## src/inc/lcd_seg_defines.svh

```systemverilog
// register indices, field positions, reset values and timing counts
`ifndef LCD_SEG_DEFINES_SVH
`define LCD_SEG_DEFINES_SVH

// ----------------------------------------------------------------
// register indices (byte address is four times the index)
// ----------------------------------------------------------------
`define LCD_IDX_RAM_BASE    16'hF740
`define LCD_IDX_RAM_LAST    16'hF74F
`define LCD_IDX_PIN_DUTY    16'hFFC0
`define LCD_IDX_DISP_CTRL   16'hFFC1
`define LCD_IDX_DISP_CTRL2  16'hFFC2
`define LCD_IDX_CLK_GATE2   16'hFFFB
`define LCD_ADDR_W          18

// ----------------------------------------------------------------
// pin and duty control fields
// ----------------------------------------------------------------
`define LCD_PD_DUTY_HI      7
`define LCD_PD_DUTY_LO      6
`define LCD_PD_DOUBLING     5
`define LCD_PD_RSVD         4
`define LCD_PD_RESET        8'h00

// ----------------------------------------------------------------
// display control fields
// ----------------------------------------------------------------
`define LCD_DC_FIXED_ONE    7
`define LCD_DC_POWER_SW     6
`define LCD_DC_ACTIVE       5
`define LCD_DC_DISPLAY      4
`define LCD_DC_RESET        8'h80

// ----------------------------------------------------------------
// second display control and clock gate fields
// ----------------------------------------------------------------
`define LCD_DC2_WAVE_B      7
`define LCD_DC2_LADDER_CUT  6
`define LCD_DC2_RESET       8'h00
`define LCD_CG_LCD_RUN      0
`define LCD_CG_RESET        8'hFF

// ----------------------------------------------------------------
// frame timing
// ----------------------------------------------------------------
`define LCD_FRAME_SEL_COUNT 4'hB
`define LCD_FRAME_BASE_SHIFT 5'h08
`define LCD_DIV_W           20

// ----------------------------------------------------------------
// bus responses
// ----------------------------------------------------------------
`define LCD_RESP_OKAY       2'h0
`define LCD_RESP_SLVERR     2'h2

`endif

```

## src/inc/lcd_seg_pkg.sv

```systemverilog
// types shared by the segment display controller
package lcd_seg_pkg;

	typedef enum logic [1:0] {
		DUTY_STATIC  = 2'b00,
		DUTY_HALF    = 2'b01,
		DUTY_THIRD   = 2'b10,
		DUTY_QUARTER = 2'b11
	} duty_type;

	typedef enum logic {
		WAVE_A = 1'b0,
		WAVE_B = 1'b1
	} wave_type;

endpackage

```

## src/rtl/lcd_common_map.sv

```systemverilog
// slot sequencing, drive polarity and common pin mapping
`timescale 1ns/1ns
`include "lcd_seg_defines.svh"
module lcd_common_map (
	// clock and reset
	input  wire logic                 clk_sys,
	input  wire logic                 rstn,
	// control
	input  wire logic                 run,
	input  wire logic                 slotTick,
	input  wire lcd_seg_pkg::duty_type duty,
	input  wire logic                 doubling,
	input  wire lcd_seg_pkg::wave_type waveSel,
	// state
	output logic [1:0]                slot,
	output logic                      polarity,
	output logic [3:0]                comLevel
);

	logic [1:0] lastSlot;
	logic [3:0] slotHot;
	logic [3:0] comSel;

	assign lastSlot = duty;

	always_ff @(posedge clk_sys or negedge rstn) begin
		if (!rstn) begin
			slot     <= 2'h0;
			polarity <= 1'b0;
		end else if (!run) begin
			slot     <= 2'h0;
			polarity <= 1'b0;
		end else if (slotTick) begin
			slot <= (slot >= lastSlot) ? 2'h0 : slot + 2'h1;
			// type A inverts every slot, type B once per frame
			if (waveSel == lcd_seg_pkg::WAVE_A || slot >= lastSlot) begin
				polarity <= ~polarity;
			end
		end
	end

	always_comb begin
		slotHot = 4'h1 << slot;
		comSel  = 4'h0;
		case (duty)
			lcd_seg_pkg::DUTY_STATIC: begin
				comSel = doubling ? {4{slotHot[0]}} : {3'h0, slotHot[0]};
			end
			lcd_seg_pkg::DUTY_HALF: begin
				if (doubling) begin
					comSel = {{2{slotHot[1]}}, {2{slotHot[0]}}};
				end else begin
					comSel = {2'h0, slotHot[1:0]};
				end
			end
			lcd_seg_pkg::DUTY_THIRD: begin
				comSel = {1'b0, slotHot[2:0]};
			end
			lcd_seg_pkg::DUTY_QUARTER: begin
				comSel = slotHot;
			end
			default: begin
				comSel = 4'h0;
			end
		endcase
	end

	// selected common swings opposite to polarity, others follow it
	always_comb begin
		comLevel = {4{polarity}} ^ comSel;
	end

endmodule

```

## src/rtl/lcd_frame_timer.sv

```systemverilog
// slot tick generator for the eleven selectable frame rates
`timescale 1ns/1ns
`include "lcd_seg_defines.svh"
module lcd_frame_timer (
	// clock and reset
	input  wire logic       clk_sys,
	input  wire logic       rstn,
	// control
	input  wire logic       run,
	input  wire logic [3:0] frameSel,
	// timing
	output logic            slotTick
);

	logic [`LCD_DIV_W-1:0] divCount_r;
	logic [3:0]            selClamp;
	logic [4:0]            shiftAmt;
	logic [`LCD_DIV_W-1:0] divMask;

	// codes past the last rate alias to the slowest one
	always_comb begin
		selClamp = (frameSel < `LCD_FRAME_SEL_COUNT) ? frameSel : (`LCD_FRAME_SEL_COUNT - 4'h1);
		shiftAmt = `LCD_FRAME_BASE_SHIFT + {1'b0, selClamp};
		divMask  = `LCD_DIV_W'((`LCD_DIV_W+1)'(1) << shiftAmt) - `LCD_DIV_W'(1);
	end

	always_ff @(posedge clk_sys or negedge rstn) begin
		if (!rstn) begin
			divCount_r <= '0;
		end else if (!run) begin
			divCount_r <= '0;
		end else begin
			divCount_r <= divCount_r + `LCD_DIV_W'(1);
		end
	end

	always_ff @(posedge clk_sys or negedge rstn) begin
		if (!rstn) begin
			slotTick <= 1'b0;
		end else begin
			slotTick <= run && ((divCount_r & divMask) == divMask);
		end
	end

endmodule

```

## src/rtl/lcd_segment_driver_ctrl.sv

```systemverilog
// segment display controller with its register file and display memory
//
// Register access over AXI4-Lite was decided locally.
`timescale 1ns/1ns
`include "lcd_seg_defines.svh"
module lcd_segment_driver_ctrl (
	// clock and reset
	input  wire logic        clk_sys,
	input  wire logic        rstn,
	// axi4-lite write address
	input  wire logic [17:0] awaddr,
	input  wire logic [2:0]  awprot,
	input  wire logic        awvalid,
	output logic             awready,
	// axi4-lite write data
	input  wire logic [31:0] wdata,
	input  wire logic [3:0]  wstrb,
	input  wire logic        wvalid,
	output logic             wready,
	// axi4-lite write response
	output logic [1:0]       bresp,
	output logic             bvalid,
	input  wire logic        bready,
	// axi4-lite read address
	input  wire logic [17:0] araddr,
	input  wire logic [2:0]  arprot,
	input  wire logic        arvalid,
	output logic             arready,
	// axi4-lite read data
	output logic [31:0]      rdata,
	output logic [1:0]       rresp,
	output logic             rvalid,
	input  wire logic        rready,
	// chip power state
	input  wire logic        standbyMode,
	// general port data for pins not used as segments
	input  wire logic [31:0] portData,
	// panel drive
	output logic [31:0]      segmentOutputs,
	output logic [31:0]      segmentIsPort,
	output logic             commonOut1,
	output logic             commonOut2,
	output logic             commonOut3,
	output logic             commonOut4,
	output logic [3:0]       commonUsed,
	// drive supply control
	output logic             drivePowerOn,
	output logic             ladderConnected
);

	// ----------------------------------------------------------------
	// decode helpers
	// ----------------------------------------------------------------
	function automatic logic [15:0] regIndex(input logic [17:0] addr);
		regIndex = addr[17:2];
	endfunction

	function automatic logic isRam(input logic [15:0] idx);
		isRam = (idx >= `LCD_IDX_RAM_BASE) && (idx <= `LCD_IDX_RAM_LAST);
	endfunction

	function automatic logic isMapped(input logic [15:0] idx);
		isMapped = isRam(idx) || idx == `LCD_IDX_PIN_DUTY || idx == `LCD_IDX_DISP_CTRL
			|| idx == `LCD_IDX_DISP_CTRL2 || idx == `LCD_IDX_CLK_GATE2;
	endfunction

	// group g (pins 4g+1..4g+4) is a segment driver for this select code
	function automatic logic groupIsSeg(input logic [3:0] sel, input logic [2:0] g);
		if (sel[3]) begin
			groupIsSeg = g >= sel[2:0];
		end else begin
			groupIsSeg = {1'b0, g} < sel;
		end
	endfunction

	// ----------------------------------------------------------------
	// registers
	// ----------------------------------------------------------------
	logic [7:0]  pinDuty_r;
	logic [6:0]  dispCtrl_r;
	logic [7:0]  dispCtrl2_r;
	logic [7:0]  clkGate2_r;
	logic [7:0]  ram_r [16];

	logic [15:0] wrIdx;
	logic [15:0] rdIdx;
	logic        wrFire;
	logic        rdFire;
	logic [3:0]  wrRamSel;
	logic [3:0]  rdRamSel;
	logic [31:0] rdWord;

	logic                  run;
	logic                  slotTick;
	logic [1:0]            slot;
	logic                  polarity;
	logic [3:0]            comLevel;
	lcd_seg_pkg::duty_type duty;
	lcd_seg_pkg::wave_type waveSel;
	logic [31:0]           segWave;
	logic [31:0]           portMask;
	logic [3:0]            usedMask;

	assign wrIdx    = regIndex(awaddr);
	assign rdIdx    = regIndex(araddr);
	assign wrRamSel = wrIdx[3:0];
	assign rdRamSel = rdIdx[3:0];

	// both channels are taken together, once the previous response has gone
	assign wrFire = awvalid && wvalid && !awready && !bvalid;
	assign rdFire = arvalid && !arready && !rvalid;

	// ----------------------------------------------------------------
	// write channel handshake
	// ----------------------------------------------------------------
	always_ff @(posedge clk_sys or negedge rstn) begin
		if (!rstn) begin
			awready <= 1'b0;
			wready  <= 1'b0;
		end else begin
			awready <= wrFire;
			wready  <= wrFire;
		end
	end

	always_ff @(posedge clk_sys or negedge rstn) begin
		if (!rstn) begin
			bvalid <= 1'b0;
			bresp  <= `LCD_RESP_OKAY;
		end else if (awready) begin
			bvalid <= 1'b1;
			bresp  <= isMapped(wrIdx) ? `LCD_RESP_OKAY : `LCD_RESP_SLVERR;
		end else if (bready) begin
			bvalid <= 1'b0;
		end
	end

	// ----------------------------------------------------------------
	// control register writes
	// ----------------------------------------------------------------
	always_ff @(posedge clk_sys or negedge rstn) begin
		if (!rstn) begin
			pinDuty_r <= `LCD_PD_RESET;
		end else if (wrFire && wstrb[0] && wrIdx == `LCD_IDX_PIN_DUTY) begin
			pinDuty_r <= wdata[7:0];
			// reserved position holds nothing, whatever software sends
			pinDuty_r[`LCD_PD_RSVD] <= 1'b0;
		end
	end

	always_ff @(posedge clk_sys or negedge rstn) begin
		if (!rstn) begin
			dispCtrl_r <= 7'(`LCD_DC_RESET);
		end else if (wrFire && wstrb[0] && wrIdx == `LCD_IDX_DISP_CTRL) begin
			dispCtrl_r <= wdata[6:0];
		end
	end

	always_ff @(posedge clk_sys or negedge rstn) begin
		if (!rstn) begin
			dispCtrl2_r <= `LCD_DC2_RESET;
		end else if (wrFire && wstrb[0] && wrIdx == `LCD_IDX_DISP_CTRL2) begin
			dispCtrl2_r <= wdata[7:0];
		end
	end

	always_ff @(posedge clk_sys or negedge rstn) begin
		if (!rstn) begin
			clkGate2_r <= `LCD_CG_RESET;
		end else if (wrFire && wstrb[0] && wrIdx == `LCD_IDX_CLK_GATE2) begin
			clkGate2_r <= wdata[7:0];
		end
	end

	// ----------------------------------------------------------------
	// display memory
	// ----------------------------------------------------------------
	// memory content is undefined after reset, so it is not cleared
	always_ff @(posedge clk_sys) begin
		if (wrFire && isRam(wrIdx)) begin
			if (wstrb[0]) begin
				ram_r[wrRamSel] <= wdata[7:0];
			end
			// word access: an even location also takes its odd partner
			if (wstrb[1] && !wrRamSel[0]) begin
				ram_r[wrRamSel | 4'h1] <= wdata[15:8];
			end
		end
	end

	// ----------------------------------------------------------------
	// read channel
	// ----------------------------------------------------------------
	always_comb begin
		rdWord = 32'h0000_0000;
		if (isRam(rdIdx)) begin
			rdWord[7:0] = ram_r[rdRamSel];
			if (!rdRamSel[0]) begin
				rdWord[15:8] = ram_r[rdRamSel | 4'h1];
			end
		end else if (rdIdx == `LCD_IDX_PIN_DUTY) begin
			rdWord[7:0] = pinDuty_r;
		end else if (rdIdx == `LCD_IDX_DISP_CTRL) begin
			rdWord[7:0] = {1'b1, dispCtrl_r};
		end else if (rdIdx == `LCD_IDX_DISP_CTRL2) begin
			rdWord[7:0] = dispCtrl2_r;
		end else if (rdIdx == `LCD_IDX_CLK_GATE2) begin
			rdWord[7:0] = clkGate2_r;
		end
	end

	always_ff @(posedge clk_sys or negedge rstn) begin
		if (!rstn) begin
			arready <= 1'b0;
		end else begin
			arready <= rdFire;
		end
	end

	always_ff @(posedge clk_sys or negedge rstn) begin
		if (!rstn) begin
			rvalid <= 1'b0;
			rdata  <= 32'h0000_0000;
			rresp  <= `LCD_RESP_OKAY;
		end else if (rdFire) begin
			rvalid <= 1'b1;
			rdata  <= rdWord;
			rresp  <= isMapped(rdIdx) ? `LCD_RESP_OKAY : `LCD_RESP_SLVERR;
		end else if (rvalid && rready) begin
			rvalid <= 1'b0;
		end
	end

	// ----------------------------------------------------------------
	// waveform timing
	// ----------------------------------------------------------------
	assign duty    = lcd_seg_pkg::duty_type'(pinDuty_r[`LCD_PD_DUTY_HI:`LCD_PD_DUTY_LO]);
	assign waveSel = lcd_seg_pkg::wave_type'(dispCtrl2_r[`LCD_DC2_WAVE_B]);

	// halted by chip standby, by its own clock gate bit or by a clear display active bit
	assign run = !standbyMode && clkGate2_r[`LCD_CG_LCD_RUN]
		&& dispCtrl_r[`LCD_DC_ACTIVE];

	lcd_frame_timer frameTimer (
		.clk_sys  (clk_sys),
		.rstn     (rstn),
		.run      (run),
		.frameSel (dispCtrl_r[3:0]),
		.slotTick (slotTick)
	);

	lcd_common_map commonMap (
		.clk_sys  (clk_sys),
		.rstn     (rstn),
		.run      (run),
		.slotTick (slotTick),
		.duty     (duty),
		.doubling (pinDuty_r[`LCD_PD_DOUBLING]),
		.waveSel  (waveSel),
		.slot     (slot),
		.polarity (polarity),
		.comLevel (comLevel)
	);

	// ----------------------------------------------------------------
	// segment data and pin function
	// ----------------------------------------------------------------
	// segment s sits in byte s/2, nibble s%2, bit per common slot
	always_comb begin
		for (int s = 0; s < 32; s++) begin
			segWave[s]  = polarity ^ ~(dispCtrl_r[`LCD_DC_DISPLAY]
				&& ram_r[s / 2][(s % 2) * 4 + int'(slot)]);
			portMask[s] = !groupIsSeg(pinDuty_r[3:0], 3'(s / 4));
		end
	end

	always_comb begin
		case (duty)
			lcd_seg_pkg::DUTY_STATIC: begin
				usedMask = pinDuty_r[`LCD_PD_DOUBLING] ? 4'hF : 4'h1;
			end
			lcd_seg_pkg::DUTY_HALF: begin
				usedMask = pinDuty_r[`LCD_PD_DOUBLING] ? 4'hF : 4'h3;
			end
			lcd_seg_pkg::DUTY_THIRD: begin
				usedMask = 4'h7;
			end
			default: begin
				usedMask = 4'hF;
			end
		endcase
	end

	// ----------------------------------------------------------------
	// output stage
	// ----------------------------------------------------------------
	// stopped display parks every driven line low, so no dc sits on the glass
	always_ff @(posedge clk_sys or negedge rstn) begin
		if (!rstn) begin
			segmentOutputs <= 32'h0000_0000;
		end else begin
			for (int s = 0; s < 32; s++) begin
				if (portMask[s]) begin
					segmentOutputs[s] <= portData[s];
				end else begin
					segmentOutputs[s] <= run && segWave[s];
				end
			end
		end
	end

	always_ff @(posedge clk_sys or negedge rstn) begin
		if (!rstn) begin
			segmentIsPort <= 32'hFFFF_FFFF;
		end else begin
			segmentIsPort <= portMask;
		end
	end

	always_ff @(posedge clk_sys or negedge rstn) begin
		if (!rstn) begin
			commonOut1 <= 1'b0;
			commonOut2 <= 1'b0;
			commonOut3 <= 1'b0;
			commonOut4 <= 1'b0;
			commonUsed <= 4'h0;
		end else begin
			commonOut1 <= run && comLevel[0] && usedMask[0];
			commonOut2 <= run && comLevel[1] && usedMask[1];
			commonOut3 <= run && comLevel[2] && usedMask[2];
			commonOut4 <= run && comLevel[3] && usedMask[3];
			commonUsed <= run ? usedMask : 4'h0;
		end
	end

	always_ff @(posedge clk_sys or negedge rstn) begin
		if (!rstn) begin
			drivePowerOn    <= 1'b0;
			ladderConnected <= 1'b1;
		end else begin
			drivePowerOn    <= run && dispCtrl_r[`LCD_DC_POWER_SW];
			ladderConnected <= !dispCtrl2_r[`LCD_DC2_LADDER_CUT];
		end
	end

endmodule

```

## config.mk

```make
export PLATFORM = sky130hd
export DESIGN_NAME = lcd_segment_driver_ctrl
export DESIGN_NICKNAME = d
export VERILOG_FILES = /design/src/inc/lcd_seg_pkg.sv /design/src/rtl/lcd_common_map.sv /design/src/rtl/lcd_frame_timer.sv /design/src/rtl/lcd_segment_driver_ctrl.sv
export VERILOG_INCLUDE_DIRS = /design/src /design/src/inc
export SDC_FILE = /design/constraint.sdc
export NUM_CORES = 1
export LEC_CHECK = 0
export ABC_AREA = 1
export ABC_CLOCK_PERIOD_IN_PS = 2700
export CORE_ASPECT_RATIO = 1.75
export CORE_UTILIZATION = 25
export DETAILED_ROUTE_END_ITERATION = 12
export DONT_BUFFER_PORTS = 1
export GPL_TIMING_DRIVEN = 0
export PLACE_DENSITY = 0.42
export SETUP_SLACK_MARGIN = 0.3
export SLEW_MARGIN = 10
export SYNTH_ARGS = -nofsm -noshare
export SYNTH_HDL_FRONTEND = slang
export SYNTH_HIERARCHICAL = 1
export SYNTH_SLANG_ARGS = --single-unit
export TNS_END_PERCENT = 5
```

## constraint.sdc

```tcl
create_clock -name clk_sys -period 2.7 [get_ports clk_sys]
set_input_delay 0.54 -clock clk_sys [delete_from_list [all_inputs] [get_ports clk_sys]]
set_output_delay 0.54 -clock clk_sys [all_outputs]
set_load 0.1 [all_outputs]
```

==> results.toml <==
[sta]
hold_ws_ps = -358.3
finalSetupViolations = 0
hold_viol = 126
max_freq_mhz = 399.9
worst_slew_pin_slew_ps = 1049
finalWorstSetupSlack_ps = 199.4
slew_headroom = 0.3005
final-max-slew-violation-count = 0
rsz0062_at_grt = "yes"
fin_crit_sh = 0.9261
fin_crit_ps = 2501
clock_skew_ps = 14.47

[worst_setup_path]
reg2reg_from = "wready"
crit_path_start_kind = "flip-flop"
arrival_ps = 2720
critical_path.max_fanout = 8
r2r-end = "ram_r[15][3]"
worst_setup_path_end_kind = "flip-flop"
crit_type = "flip-flop to flip-flop"
worstPathRequired_ps = 2910
rrSetupSlack_ps = 200
r2r.worst_path.cells = 5

[final_layout]
antenna_cells = 0
nets = 2122
final_area_mm2 = 0.01708
final_core_util = 0.2885
fin_cells = 2794
layout-drive-gt1-share = 0.1326
syn2layout_area_growth_pct = 13.78

[route]
postRouteAntennaNets = 0
wirelength_mm = 70.67
met3_length_mm = 3.466
drtPass1Iterations = 6
vias_per_cell = 4.839
met2_length_mm = 38.11
wirelength_met1_mm = 22.94
top_layer_used = "met4"
post_drt_wl_per_cell_um = 25.29
drt_iter0_markers = 904
vias = 13520
drc_errors = 0

[pwr]
ir_drop_mv = 0.5701
power.total_w = 0.008939
cellLeakagePower_nw = 7.390
p_per_area_mw_per_mm2 = 523.4

[place]
dp_cells = 2744
place_area_mm2 = 0.01609
dpl.hpwl_mm = 56.27
pre_cts_slack_ps = -555.8
port_buffers = 0
place.gp.congestion = 0.9964

[job]
max-cap-violations = 0

[logic_synthesis]
async_flop_share = 0.4961
synth_top_area_share = 0.2561
synth_cell_types = 46
ys.warnings.count = 6
synth_ff_type = "edfxtp_1"
synth_area_mm2 = 0.01501
synth_cells = 1945
synth-edff-count = 128
yosys-top-cells-count = "nand2_1, nor2_1, o21ai_0"
synth.avg_cell_area_um2 = 7.717
yosysTopAreaCell = "edfxtp_1"
synth.area.top_cells = "edfxtp_1, nand2_1, dfrtp_1"
synth.ff_latch_count = 254
yosysSeqAreaShare = 0.4676
synth_most_common_cell = "nand2_1"

[outcome]
violations = "hold timing"
status = "finished with violations"

[die]
rows = 118
core_mm2 = 0.05920
io-pin-count = 233
dieWidth_um = 187.2
die-area_mm2 = 0.06106
initial_core_util = 0.2535
die_h_um = 326.1

[global_routing]
grt_pass1_vias = 13529
grt_first_pass_wirelength_mm = 99.04
antenna_found_initial = 0
grt-ovfl-total = 0
grt_usage = 0.2304
grt_max_degree = 127

[clock_tree]
ctsHtreeMaxLevel = 1
cts_buffers = 26
clkSlewWorstSetupHoldPaths_ps = 70
cts_tree = "done"
cts_buffer_depth = 3
clockRootBuffer = "clkbuf_16"
worstSkewPairLatency_ps = 590
clkSinkCount = 254

[min_path]
hold_path_class = "primary input to async pin"
==> registers in the layout (all words and copies together), names as in the netlist, 7 cells and up <==
| signal | flops |
|---|---|
| dispCtrl_r | 7 |
| segmentIsPort | 8 |
| segmentOutputs | 32 |
| clkGate2_r | 8 |
| frameTimer/divCount_r | 20 |
| rdata | 16 |
| dispCtrl2_r | 8 |
| ram_r | 128 |
| pinDuty_r | 7 |
==> metal layers <==
metal | vias up | GRT usage
li1 | 6312 | -
met2 | 556 | 0.4407
met5 | - | 0
met3 | 184 | 0.02909
met1 | 6468 | 0.2192
met4 | 0 | 0.1818
==> area by class of cell <==
cell class,instances,area (µm²)
Buffer,134,842.1
Clock buffer,37,763.2
Clock inverter,11,98.84
Fill cell,6382,42130
Inverter,137,514.2
Multi-Input combinational cell,1437,6805
Sequential cell,254,7023
Tap cell,780,975.9
Timing Repair Buffer,4,55.05
==> how the worst max path moves through the flow <==
stage | from | to | slack (ps) | cells after the start
final | wready | ram_r[15][3] | 200 | 5
after global placement | wready | ram_r[4][1] | -840 | 6
after global routing | wready | ram_r[15][2] | 120 | 5
after CTS | wready | ram_r[12][7] | 200 | 6
after detailed placement | wready | ram_r[6][7] | -560 | 6
after floorplan | wready | ram_r[12][0] | 140 | 6
==> layout by cell type, fill, tap and decap left out, types with 20 or more instances in the layout <==
cell type / count
nand3_1: 71
dfrtp_1: 105
edfxtp_1: 128
clkbuf_1: 25
o21ai_2: 20
clkbuf_16: 27
buf_4: 50
buf_2: 39
nand2_1: 750
o21ai_0: 127
a21oi_1: 26
inv_1: 121
nor2_1: 178
o211ai_1: 31
xor2_1: 33
o21ai_1: 71
==> kinds of logic after synthesis <==
logic type	share of synthesized area
AND/OR/NAND/NOR	0.3041
AO/OA/AOI/OAI	0.1095
flip-flops	0.4676
XOR/XNOR	0.01984
other	0.0002498
adder cells (fa/ha/maj)	0.008336
buffers and inverters	0.09036
==> repair_timing <==
action                     CTS  global route
pin swaps                    1             0
setup endpoints to repair  176           153
resized for setup           23             1
hold endpoints to repair   126           126
buffers inserted             2             0
==> report_power, final <==
group          switching (W)  leakage [nW]  total, W  internal, W
sequential          0.000347          2.76   0.00446      0.00411
clock                0.00170         0.423   0.00377      0.00207
combinational       0.000551          4.21  0.000710     0.000159
==> metrics by stage <==
stage	setup TNS (ps)	hold slack [ps]
final	0	-358.3
after global routing	0	-383.5
after CTS	0	-379.7
after detailed placement	-33360	255.6
after global placement	-55850	249.6
after floorplan	0	244.4
==> critical path, stage by stage (launching register included) <==
cell and delay (ps):
dfrtp_2 610, inv_2 190, nand4_4 180, nor2_4 250
nand2_1 220, o31ai_2 680
No activity file was read; power rests on OpenSTA's default activity.
